[config.mk]
export PLATFORM = sky130hd
export DESIGN_NAME = spp_prog_fsm
export DESIGN_NICKNAME = d
export VERILOG_FILES = /design/src/core/spp_pkg.sv /design/src/core/spp_pulse_qual.sv /design/src/core/spp_prog_fsm.sv
export VERILOG_INCLUDE_DIRS = /design/src /design/src/core
export SDC_FILE = /design/constraint.sdc
export NUM_CORES = 1
export LEC_CHECK = 0
export BUFFER_PORTS_ARGS = -buffer_cell sky130_fd_sc_hd__buf_4
export CORE_ASPECT_RATIO = 0.8
export CORE_MARGIN = 1
export CORE_UTILIZATION = 40
export DETAILED_ROUTE_END_ITERATION = 16
export MAX_ROUTING_LAYER = met4
export PLACE_DENSITY = 0.59
export SETUP_SLACK_MARGIN = 0.5
export SLEW_MARGIN = 20
export SYNTH_ARGS = -nofsm -noshare
export SYNTH_HDL_FRONTEND = slang
export SYNTH_SLANG_ARGS = --single-unit
[constraint.sdc]
create_clock -name clk_i -period 5 [get_ports clk_i]
set_clock_uncertainty 0.05 [all_clocks]
set_input_delay 1.25 -clock clk_i [delete_from_list [all_inputs] [get_ports clk_i]]
set_output_delay 1.25 -clock clk_i [all_outputs]
set_load 0.02 [all_outputs]
[src/core/spp_cfg.svh]
`ifndef SPP_CFG_SVH
`define SPP_CFG_SVH
// supply levels in millivolts (typical) for reference
`define SPP_LOW_MV          16'h1388
`define SPP_MID_MV          16'h3A98
`define SPP_HIGH_MV         16'h6978
// least pulse and gap time, ns, and clock period, ns
`define SPP_T_MIN_NS        32'h0000_9C40
`define SPP_CLK_NS          32'h0000_0064
// qualification time; shorter than the 40 us least so legal pulses pass
`define SPP_T_QUAL_NS       32'h0000_2710
`define SPP_QUAL_CYC        ((`SPP_T_QUAL_NS + `SPP_CLK_NS - 1) / `SPP_CLK_NS)
// least blow time in cycles, rounded up
`define SPP_BLOW_CYC        ((`SPP_T_MIN_NS + `SPP_CLK_NS - 1) / `SPP_CLK_NS)
// mode keys
`define SPP_KEY_BLOW        4'h1
`define SPP_KEY_TRY         4'h2
// parameter keys
`define SPP_KEY_SENS        4'h1
`define SPP_KEY_DQ_FINE     4'h2
`define SPP_KEY_FPWM_CRS    4'h3
`define SPP_KEY_NULL        4'h4
`define SPP_KEY_TEST        4'h5
`endif

[src/core/spp_pkg.sv]
package spp_pkg;
    typedef enum logic [1:0] {
        SPP_LVL_LOW  = 2'b00,
        SPP_LVL_MID  = 2'b01,
        SPP_LVL_HIGH = 2'b10
    } spp_level_t;

    typedef enum logic [2:0] {
        SPP_ST_INIT    = 3'b000,
        SPP_ST_MODE    = 3'b001,
        SPP_ST_REG     = 3'b010,
        SPP_ST_BITS    = 3'b011,
        SPP_ST_LOCKED  = 3'b100
    } spp_state_t;

    typedef struct packed {
        logic mid_prog_pulse;
        logic high_prog_pulse;
    } spp_pulse_t;
endpackage

[src/core/spp_pulse_qual.sv]
`timescale 1ns/10ps
`include "spp_cfg.svh"
module spp_pulse_qual #(
    parameter int QUAL_CYC = `SPP_QUAL_CYC
) (
    input  wire logic              clk_i,
    input  wire logic              sys_rst_i,
    input  wire logic [1:0]        level_i,
    output spp_pkg::spp_pulse_t    pulse_o,
    output logic                   high_long_o
);
    localparam int CW = 16;
    localparam logic [CW-1:0] QUAL = CW'(QUAL_CYC);
    localparam logic [CW-1:0] BLOW = CW'(`SPP_BLOW_CYC);

    logic [1:0]    last_level;
    logic [CW-1:0] stable_cnt;
    logic [1:0]    peak;
    wire           changed = (level_i != last_level);
    wire           qualified = (stable_cnt >= QUAL);
    wire           falling = changed && (level_i == 2'b00);

    always_ff @(posedge clk_i or posedge sys_rst_i) begin
        if (sys_rst_i) begin
            last_level  <= 2'b00;
            stable_cnt  <= '0;
            peak        <= 2'b00;
            pulse_o     <= '0;
            high_long_o <= 1'b0;
        end else begin
            last_level <= level_i;
            stable_cnt <= changed ? '0 : (stable_cnt == '1 ? stable_cnt : stable_cnt + 1'b1);
            // short glitches never latch a peak
            if (qualified && last_level != 2'b00 && last_level > peak) begin
                peak <= last_level;
            end
            high_long_o <= (last_level == 2'b10) && (stable_cnt >= BLOW);
            // pulse counted only on return to low
            pulse_o.mid_prog_pulse  <= falling && (peak == 2'b01);
            pulse_o.high_prog_pulse <= falling && (peak == 2'b10);
            if (falling) begin
                peak <= 2'b00;
            end
        end
    end
endmodule

[src/core/spp_prog_fsm.sv]
`timescale 1ns/10ps
`include "spp_cfg.svh"
module spp_prog_fsm #(
    parameter int CODE_W   = 6,
    parameter int NUM_REGS = 5,
    parameter int QUAL_CYC = `SPP_QUAL_CYC
) (
    input  wire logic                         clk_i,
    input  wire logic                         sys_rst_i,
    input  wire logic                         supply_ok_i,
    input  wire logic                         lvl_mid_i,
    input  wire logic                         lvl_high_i,
    input  wire logic [NUM_REGS*CODE_W-1:0]   fuse_i,
    output logic      [NUM_REGS*CODE_W-1:0]   fuse_o,
    output logic      [NUM_REGS*CODE_W-1:0]   param_o,
    output logic                              locked_o,
    output logic                              try_mode_o,
    output logic                              blow_mode_o,
    output logic      [3:0]                   sel_key_o,
    output logic      [2:0]                   state_o
);
    // the supply-cycle reset is sys_rst_i; fuse_i is the non-volatile image
    localparam logic [CODE_W-1:0] MAXC = '1;

    spp_pkg::spp_pulse_t  pulse;
    logic                 high_long;
    spp_pkg::spp_state_t  state;
    logic [3:0]           key_cnt;
    logic [3:0]           key;
    logic [CODE_W-1:0]    code;
    logic                 try_mode;
    logic                 blow_mode;
    logic                 blown_done;
    logic [NUM_REGS*CODE_W-1:0] temp;
    logic                 drop_q;

    // comparator outputs; gap while supply not ok is a drop
    wire [1:0] level = !supply_ok_i ? 2'b00 :
                       lvl_high_i   ? 2'b10 :
                       lvl_mid_i    ? 2'b01 : 2'b00;

    spp_pulse_qual #(.QUAL_CYC(QUAL_CYC)) u_qual (
        .clk_i       (clk_i),
        .sys_rst_i   (sys_rst_i),
        .level_i     (level),
        .pulse_o     (pulse),
        .high_long_o (high_long)
    );

    wire is_locked   = fuse_i[(NUM_REGS-1)*CODE_W];
    wire mid_p       = pulse.mid_prog_pulse;
    wire high_p      = pulse.high_prog_pulse;
    // the drop itself looks like a fall; drop_q covers the strobe it makes
    wire supply_drop = !supply_ok_i || drop_q;
    wire key_ok      = (key_cnt != 4'h0) && (key_cnt <= 4'(NUM_REGS));
    wire [3:0] reg_i = key - 4'h1;
    // code value n drives bit pattern n; blow sets the addressed bits
    wire do_blow     = blow_mode && (state == spp_pkg::SPP_ST_BITS) && high_long
                       && !blown_done && (code != '0);

    always_ff @(posedge clk_i or posedge sys_rst_i) begin
        if (sys_rst_i) begin
            state      <= spp_pkg::SPP_ST_INIT;
            key_cnt    <= 4'h0;
            key        <= 4'h0;
            code       <= '0;
            try_mode   <= 1'b0;
            blow_mode  <= 1'b0;
            blown_done <= 1'b0;
            temp       <= '0;
        end else if (is_locked) begin
            state <= spp_pkg::SPP_ST_LOCKED;
        end else if (supply_drop) begin
            // partial sequence discarded; temporary values wait for a full cycle
            state     <= spp_pkg::SPP_ST_INIT;
            key_cnt   <= 4'h0;
            try_mode  <= 1'b0;
            blow_mode <= 1'b0;
        end else begin
            if (do_blow) begin
                blown_done <= 1'b1; // one blow per supply cycle
            end
            unique case (state)
                spp_pkg::SPP_ST_INIT: begin
                    if (high_p) begin
                        state   <= spp_pkg::SPP_ST_MODE;
                        key_cnt <= 4'h0;
                    end
                end
                spp_pkg::SPP_ST_MODE: begin
                    if (mid_p) begin
                        key_cnt <= key_cnt + 4'h1;
                    end else if (high_p) begin
                        key_cnt <= 4'h0;
                        if (key_cnt == `SPP_KEY_TRY) begin
                            try_mode <= 1'b1;
                            state    <= spp_pkg::SPP_ST_REG;
                        end else if (key_cnt == `SPP_KEY_BLOW) begin
                            blow_mode <= 1'b1;
                            state     <= spp_pkg::SPP_ST_REG;
                        end else begin
                            state <= spp_pkg::SPP_ST_MODE;
                        end
                    end
                end
                spp_pkg::SPP_ST_REG: begin
                    if (mid_p) begin
                        key_cnt <= key_cnt + 4'h1;
                    end else if (high_p) begin
                        key_cnt <= 4'h0;
                        if (key_ok) begin
                            key   <= key_cnt;
                            code  <= '0;
                            state <= spp_pkg::SPP_ST_BITS;
                        end
                    end
                end
                spp_pkg::SPP_ST_BITS: begin
                    if (mid_p && code != MAXC) begin
                        code <= code + 1'b1;
                        if (try_mode || !blown_done) begin
                            temp[reg_i*CODE_W +: CODE_W] <= code + 1'b1;
                        end
                    end else if (high_p && try_mode) begin
                        state <= spp_pkg::SPP_ST_REG;
                    end
                end
                spp_pkg::SPP_ST_LOCKED: begin
                    state <= spp_pkg::SPP_ST_LOCKED;
                end
                default: begin
                    state <= spp_pkg::SPP_ST_INIT;
                end
            endcase
        end
    end

    always_ff @(posedge clk_i or posedge sys_rst_i) begin
        if (sys_rst_i) begin
            drop_q <= 1'b0;
        end else begin
            drop_q <= !supply_ok_i;
        end
    end

    // blow mode: one register in the selection, no return for another
    always_ff @(posedge clk_i or posedge sys_rst_i) begin
        if (sys_rst_i) begin
            fuse_o <= '0;
        end else begin
            fuse_o <= fuse_i | fuse_o;
            if (do_blow) begin
                fuse_o[reg_i*CODE_W +: CODE_W] <= fuse_i[reg_i*CODE_W +: CODE_W]
                    | fuse_o[reg_i*CODE_W +: CODE_W] | code;
            end
        end
    end

    always_ff @(posedge clk_i or posedge sys_rst_i) begin
        if (sys_rst_i) begin
            param_o     <= '0;
            locked_o    <= 1'b0;
            try_mode_o  <= 1'b0;
            blow_mode_o <= 1'b0;
            sel_key_o   <= 4'h0;
            state_o     <= 3'b000;
        end else begin
            param_o     <= temp | fuse_i | fuse_o;
            locked_o    <= is_locked;
            try_mode_o  <= try_mode;
            blow_mode_o <= blow_mode;
            sel_key_o   <= key;
            state_o     <= state;
        end
    end
endmodule

==> flow_metrics.tcl, run 1 <==
set metrics [dict create \
    status "finished clean" \
    cts_tree "built" \
    nFillCells 1712 \
    tightest_slew_ns 0.885 \
    combPwrFrac_pct 17.1 \
    drc 0 \
    maxCapViolCount 0 \
    yosysUniqueCellTypes 71 \
    dieHeight_um 125 \
    async_flop_share_pct 100 \
    synth_seq_area_share_pct 47.8 \
    p_seq_share_pct 40.3 \
    detail_route.wirelength_um 22100 \
    crit_path_end_kind "flip-flop" \
    dr.first_iter.drc_count 492 \
    cpLargestDelayFamily "simple AND/OR/NAND/NOR gates" \
    synth_nets 838 \
    hold_viol 0 \
    root_buffer "clkbuf_16" \
    synth_xor_area_share_pct 3.65 \
    fin_nets 972 \
    multi_input_area_um2 3880 \
    swShare_pct 29.0 \
    critPathKind "flip-flop to flip-flop" \
    rsz0062_at_grt "false" \
    avgSynthCellArea_um2 9.60 \
    cts_buffers 17 \
    synth_top_family_by_area "simple AND/OR/NAND/NOR gates" \
    regArea_um2 3610 \
    crit_chain "o31a_1 -> nor2_4 -> inv_1 -> ha_4 -> a21oi_1 -> nor4bb_1 -> a221o_1 -> or4_1 -> ha_1 -> buf_6 -> nor4b_2 -> o21ai_1 -> nor4_2 -> buf_4 -> nand3_2 -> o31a_4 -> mux2i_1" \
    required_ns 5.26 \
    clk_latency_ns 0.43 \
    synth_fa_ha_area_share_pct 3.09 \
    dp_hpwl_um 16100 \
    synthCells 785 \
    synth_most_common_cell "dfrtp_1" \
    ys.flop_type "dfrtp_1" \
    worstPathArrival_ns 4.60 \
    area_growth_pct 27.4 \
    core_um2 18300 \
    clock_path_buffers 2 \
    grt_antenna_before_repair 0 \
    setup_viol 0 \
    start_util_pct 41.2 \
    static-leakage-power_nw 3.93 \
    max_freq_mhz 230 \
    grt_max_degree 80 \
    critPathSlowestCell "dfrtp_4" \
    grt-ovfl-total 0 \
    route.antenna.remaining_nets 0 \
    track_usage_pct 24.5 \
    synth_area_um2 7530 \
    netSwitchingPower_uw 856 \
    via_per_inst 5.53 \
    crit_path_max_fanout 15 \
    num_antenna_cells 0 \
    peakVddDrop_mv 0.191 \
    timing.final.crit_share_pct 86.8 \
    synth_edf_count 0 \
    path_buf_inv 3 \
    pwr-share-clk_pct 42.6 \
    placedCellCount 1139 \
    die_area_um2 19400 \
    gp_congestion 0.967 \
    internal_power_mw 2.09 \
    critical_path.max_stage_delay_ns 0.52 \
    relSlewSlack_pct 41.0 \
    final_core_util_pct 52.5 \
    drive_above_1_share_pct 25.7 \
    powerDensity_nw_per_um2 307 \
    numClockSinks 144 \
    synth_commonest_cells "dfrtp_1, nor2_1, nand2_1" \
    drtPass1Iterations 6 \
    grt_pass1_vias 6352 \
    postCtsHoldBufs 0 \
    critPathLaunchType "flip-flop" \
    vias 6547 \
    synthMuxAreaShare_pct 7.51 \
    layout.cells.non_filler 1183 \
    hp-class "flip-flop to flip-flop" \
    avgRoutedWirePerCell_um 18.7 \
    num_rows 44 \
    setup_tns_ns 0 \
    synth.area.top_cells "dfrtp_1, mux2i_1, nor2_1, nand2_1, ha_1" \
    die_x_um 155 \
    h-tree-depth 4 \
    synth_compound_gate_area_share_pct 14.2 \
    io_pins 105 \
    yosysTopAreaCellShare_pct 47.8 \
    final-max-slew-violation-count 0 \
    yosys.area_share.simple_pct 20.7 \
    grt_pass1_wl_um 35200 \
    yosys.area.top_type "dfrtp_1" \
    yosys_warnings 0 \
    port_buffers 104 \
    clkSlewWorstSetupHoldPaths_ns 0.06 \
    fin_crit_ns 4.34 \
    ys_ff_latch 144 \
]
==> metrics by stage <==
step,hold WS (ns),total power [mW],setup WS [ns],area [um^2]
floorplan,0.324,1.51,0.410,7700
global placement,0.382,1.67,0.441,8840
detailed placement,0.379,1.67,0.375,8840
CTS,0.393,2.94,0.512,9490
global route,0.413,3.06,0.527,9590
finish,0.392,2.95,0.659,9590
==> routing by layer <==
| metal | vias up | global-route usage (%) | wire (um) |
|---|---|---|---|
| li1 | 3089 | - | - |
| met1 | 3139 | 36.4 | 11100 |
| met2 | 286 | 31.7 | 8890 |
| met3 | 33 | 7.17 | 1840 |
| met4 | 0 | 7.27 | 361 |
| met5 | - | - | 0 |
==> power by group through the flow <==
stage	clock, mW	sequential [mW]	combinational, mW
2_1_floorplan	0	1.21	0.300
3_3_place_gp	0	1.21	0.464
3_5_place_dp	0	1.21	0.462
4_1_cts	1.28	1.19	0.474
5_1_grt	1.34	1.19	0.539
6_report	1.26	1.19	0.505
==> cell families (layout without fill, tap and decap cells) <==
group,count (synthesis),after routing
AND/OR/NAND/NOR,318,318
flip-flops,144,144
AO/OA/AOI/OAI,163,163
multiplexers,54,54
buffers and inverters,60,205
adder cells (fa/ha/maj),18,18
XOR/XNOR,28,28
==> path summary, 6_finish.rpt <==
| kind | start | to | slack [ns] | cells past startpoint |
|---|---|---|---|---|
| setup / recovery | key[0]$_DFFE_PP0P_ | fuse_o[3]$_DFF_PP0_ | 0.66 | 17 |
| hold / removal | temp[8]$_DFFE_PP0P_ | param_o[8]$_DFF_PP0_ | 0.39 | 2 |
| setup reg to reg | key[0]$_DFFE_PP0P_ | fuse_o[3]$_DFF_PP0_ | 0.66 | 17 |
| hold reg to reg | temp[8]$_DFFE_PP0P_ | param_o[8]$_DFF_PP0_ | 0.39 | 2 |
| max in group asynchronous | sys_rst_i | param_o[1]$_DFF_PP0_ | 3.13 | 3 |
| min in group asynchronous | sys_rst_i | blow_mode_o$_DFF_PP0_ | 0.89 | 2 |
==> flip-flops by register name (all words and copies together) (netlist names) <==
signal,flops
temp,30
key,4
param_o,30
drop_q,1
try_mode,1
state_o,3
code,6
locked_o,1
u_qual.peak,2
fuse_o,30
u_qual.stable_cnt,16
key_cnt,4
u_qual.high_long_o,1
sel_key_o,4
u_qual.pulse_o,2
u_qual.last_level,2
blow_mode_o,1
try_mode_o,1
state,3
blow_mode,1
blown_done,1
==> layout make-up <==
cell class / count / share of cell area [%]
multi-input combinational: 581 / 40.5
sequential: 144 / 37.6
timing repair buffer: 141 / 11.2
clock buffer: 18 / 4.58
tap: 253 / 3.30
clock inverter: 12 / 1.42
inverter: 34 / 1.42
==> worst register-to-register path: stages, from the launching register on <==
cell      delay, ns
dfrtp_4        0.52
o31a_1         0.32
nor2_4         0.15
inv_1          0.09
ha_4           0.30
a21oi_1        0.09
nor4bb_1       0.16
a221o_1        0.30
or4_1          0.49
ha_1           0.34
buf_6          0.17
nor4b_2        0.21
o21ai_1        0.11
nor4_2         0.23
buf_4          0.20
nand3_2        0.16
o31a_4         0.21
mux2i_1        0.12
==> layout by cell type, fill, tap and decap left out, drive strengths merged, types with 6 or more instances in the layout <==
master / instances
o31ai: 7
nor2: 85
and2: 11
nand2: 71
nand4: 6
o21ai: 40
o22ai: 21
mux2: 20
buf: 141
inv: 35
o21a: 6
or2: 6
nor3: 35
xor2: 15
mux2i: 34
a31oi: 6
dfrtp: 144
nand3: 29
and3: 11
xnor2: 13
clkbuf: 18
ha: 17
nand2b: 12
or3: 27
a2bb2oi: 6
a21oi: 31
nor3b: 8
o22a: 7
==> timing repair <==
item / 4_1_cts / 5_1_grt
gates resized for setup: 7 / 9
setup endpoints to repair: 27 / 41
setup buffers: 6 / 8
pin swaps: 3 / 3
Power figures use the tool's default switching activity.
==> inputs of run 2 (changes only) <==
ABC_AREA = 1   (was default)
==> run 2 against run 1 <==
  * Sequential share of layout area down 0.55 points
  * Utilization down 3.3 points
  * Sequential power about the same
==> flow_metrics.tcl, run 2 <==
set metrics [dict create \
    setup_tns_ns 0 \
    yosys_warnings 0 \
    grt_antenna_before_repair 0 \
    synth.area.top_cells "dfrtp_1, nand2_1, inv_1, nor2_1, nand3_1" \
    cts_setup_buffers 0 \
    yosys.area.top_type "dfrtp_1" \
    drive_above_1_share_pct 19.1 \
    h-tree-depth 4 \
    rr_endpoint "fuse_o[8]$_DFF_PP0_" \
    postLayoutCellArea_um2 9720 \
    io_pins 105 \
    die_area_um2 20700 \
    numClockSinks 144 \
    num_antenna_cells 0 \
    crit_top_cell "nand2_1" \
    avgSynthCellArea_um2 7.47 \
    postCtsHoldBufs 0 \
    dpl_cell_area_um2 9110 \
    final-max-slew-violation-count 0 \
    synth_edf_count 0 \
    gp_congestion 1.07 \
    synth_xor_area_share_pct 0.762 \
    vias 7407 \
    worstPathArrival_ns 4.39 \
    tightest_slew_ns 0.998 \
    peakVddDrop_mv 0.215 \
    hp-class "flip-flop to flip-flop" \
    powerDensity_nw_per_um2 311 \
    static-leakage-power_nw 4.39 \
    synth_area_um2 8050 \
    reg2reg_depth 20 \
    largest_registers "fuse_o x30, param_o x30, temp x30" \
    area_growth_pct 20.8 \
    reg2reg_from "key[1]$_DFFE_PP0P_" \
    detail_route.wirelength_um 24400 \
    synth_seq_area_share_pct 44.8 \
    port_buffers 104 \
    avgRoutedWirePerCell_um 16.7 \
    hold_end "blow_mode_o$_DFF_PP0_" \
    dr.first_iter.drc_count 635 \
    final_cell_mix "nand2_1, dfrtp_1, inv_1, buf_4, nor2_1" \
    critical_path.max_stage_delay_ns 0.56 \
    synth_commonest_cells "nand2_1, dfrtp_1, inv_1" \
    yosys.area_share.simple_pct 33.9 \
    cts_tree "built" \
    grt_pass1_wl_um 38900 \
    crit_chain "inv_1 -> ha_1 -> inv_2 -> nand2_1 -> nand2_1 -> buf_4 -> fa_1 -> nand2_1 -> nor2_2 -> nand2_1 -> ha_1 -> buf_4 -> inv_1 -> nor2_1 -> nand2_1 -> nand2_1 -> nand2_1 -> nand2_1 -> nand3_1 -> nand2_1" \
    max_freq_mhz 245 \
    hold_viol 0 \
    critPathSlowestCell "fa_1" \
    dp_hpwl_um 18000 \
    root_buffer "clkbuf_16" \
    drc 0 \
    synth_top_family_by_area "simple AND/OR/NAND/NOR gates" \
    grt-ovfl-total 0 \
    hp-start "blow_mode$_DFFE_PP0P_" \
    fin_crit_ns 4.08 \
    grt_max_degree 145 \
    setup_viol 0 \
    relSlewSlack_pct 33.4 \
    synth_fa_ha_area_share_pct 2.89 \
    path_buf_inv 5 \
    synthCells 1077 \
    die_x_um 161 \
    crit_path_end_kind "flip-flop" \
    track_usage_pct 25.5 \
    clk_latency_ns 0.44 \
    via_per_inst 5.07 \
    clkSlewWorstSetupHoldPaths_ns 0.06 \
    maxCapViolCount 0 \
    critPathKind "flip-flop to flip-flop" \
    yosysTopAreaCellShare_pct 44.8 \
    synth_compound_gate_area_share_pct 9.91 \
    rsz0062_at_grt "false" \
    cts_buffers 17 \
    clock_path_buffers 2 \
    num_rows 46 \
    crit_path_max_fanout 25 \
    synth_most_common_cell "nand2_1" \
    cpLargestDelayFamily "simple AND/OR/NAND/NOR gates" \
    yosysUniqueCellTypes 47 \
    core_um2 19700 \
    synthMuxAreaShare_pct 0 \
    ys.flop_type "dfrtp_1" \
    required_ns 5.31 \
    critPathLaunchType "flip-flop" \
    status "finished clean" \
    grt_pass1_vias 6979 \
    final_common_cell "nand2_1" \
    route.antenna.remaining_nets 0 \
    cts_resized 0 \
    rrSetupSlack_ns 0.92 \
    synth_nets 1130 \
    whs_path_depth 0 \
    dieHeight_um 129 \
    fin_nets 1236 \
    start_util_pct 40.8 \
    ys_ff_latch 144 \
    timing.final.crit_share_pct 81.6 \
    async_flop_share_pct 100 \
    drtPass1Iterations 5 \
]
[run 2: cell type report]
class	count	area [um^2]
clock buffers	20	457
clock inverters	12	148
fillers	2005	10000
inverters	132	502
multi-input cells	775	3820
flip-flops and latches	144	3600
well taps	264	330
repair buffers	113	861
[run 2: routing by layer]
layer,global-route usage (%),vias up,part of all wire (%)
li1,-,3675,-
met3,5.25,30,6.8
met4,7.51,0,1.9
met5,-,-,0
met2,34.5,263,41
met1,37.8,3439,50
[run 2: power by group]
group | switching, mW | internal (mW)
sequential | 0.0156 | 1.18
combinational | 0.380 | 0.132
clock | 0.540 | 0.773
total | 0.935 | 2.09
[run 2: cell families after synthesis]
family	after synthesis
DFF	144
xor gates and xnor gates	7
buffers and inverters	158
AOI/OAI and AO/OA	144
and+or+nand+nor	606
adders and majority gates	18
[run 2: worst max path at each step]
stage	from	depth (start not counted)	end
floorplan	key[0]$_DFFE_PP0P_	23	temp[25]$_DFFE_PP0P_
global placement	key[1]$_DFFE_PP0P_	20	fuse_o[8]$_DFF_PP0_
detailed placement	key[1]$_DFFE_PP0P_	20	fuse_o[8]$_DFF_PP0_
CTS	key[1]$_DFFE_PP0P_	20	fuse_o[8]$_DFF_PP0_
global route	key[1]$_DFFE_PP0P_	18	temp[11]$_DFFE_PP0P_
finish	key[1]$_DFFE_PP0P_	20	fuse_o[8]$_DFF_PP0_
[run 2: metrics by stage]
stage	utilization, %	std cells	total power [mW]	hold WS [ns]	setup WS [ns]
4_1_cts	49.2	1460	3.03	0.366	1.03
3_5_place_dp	46.2	1428	1.72	0.351	1.08
5_1_grt	49.2	1460	3.14	0.392	0.677
3_3_place_gp	46.2	1428	1.73	0.332	1.12
6_report	49.2	1460	3.02	0.370	0.922
2_1_floorplan	-	1077	1.56	0.324	0.611
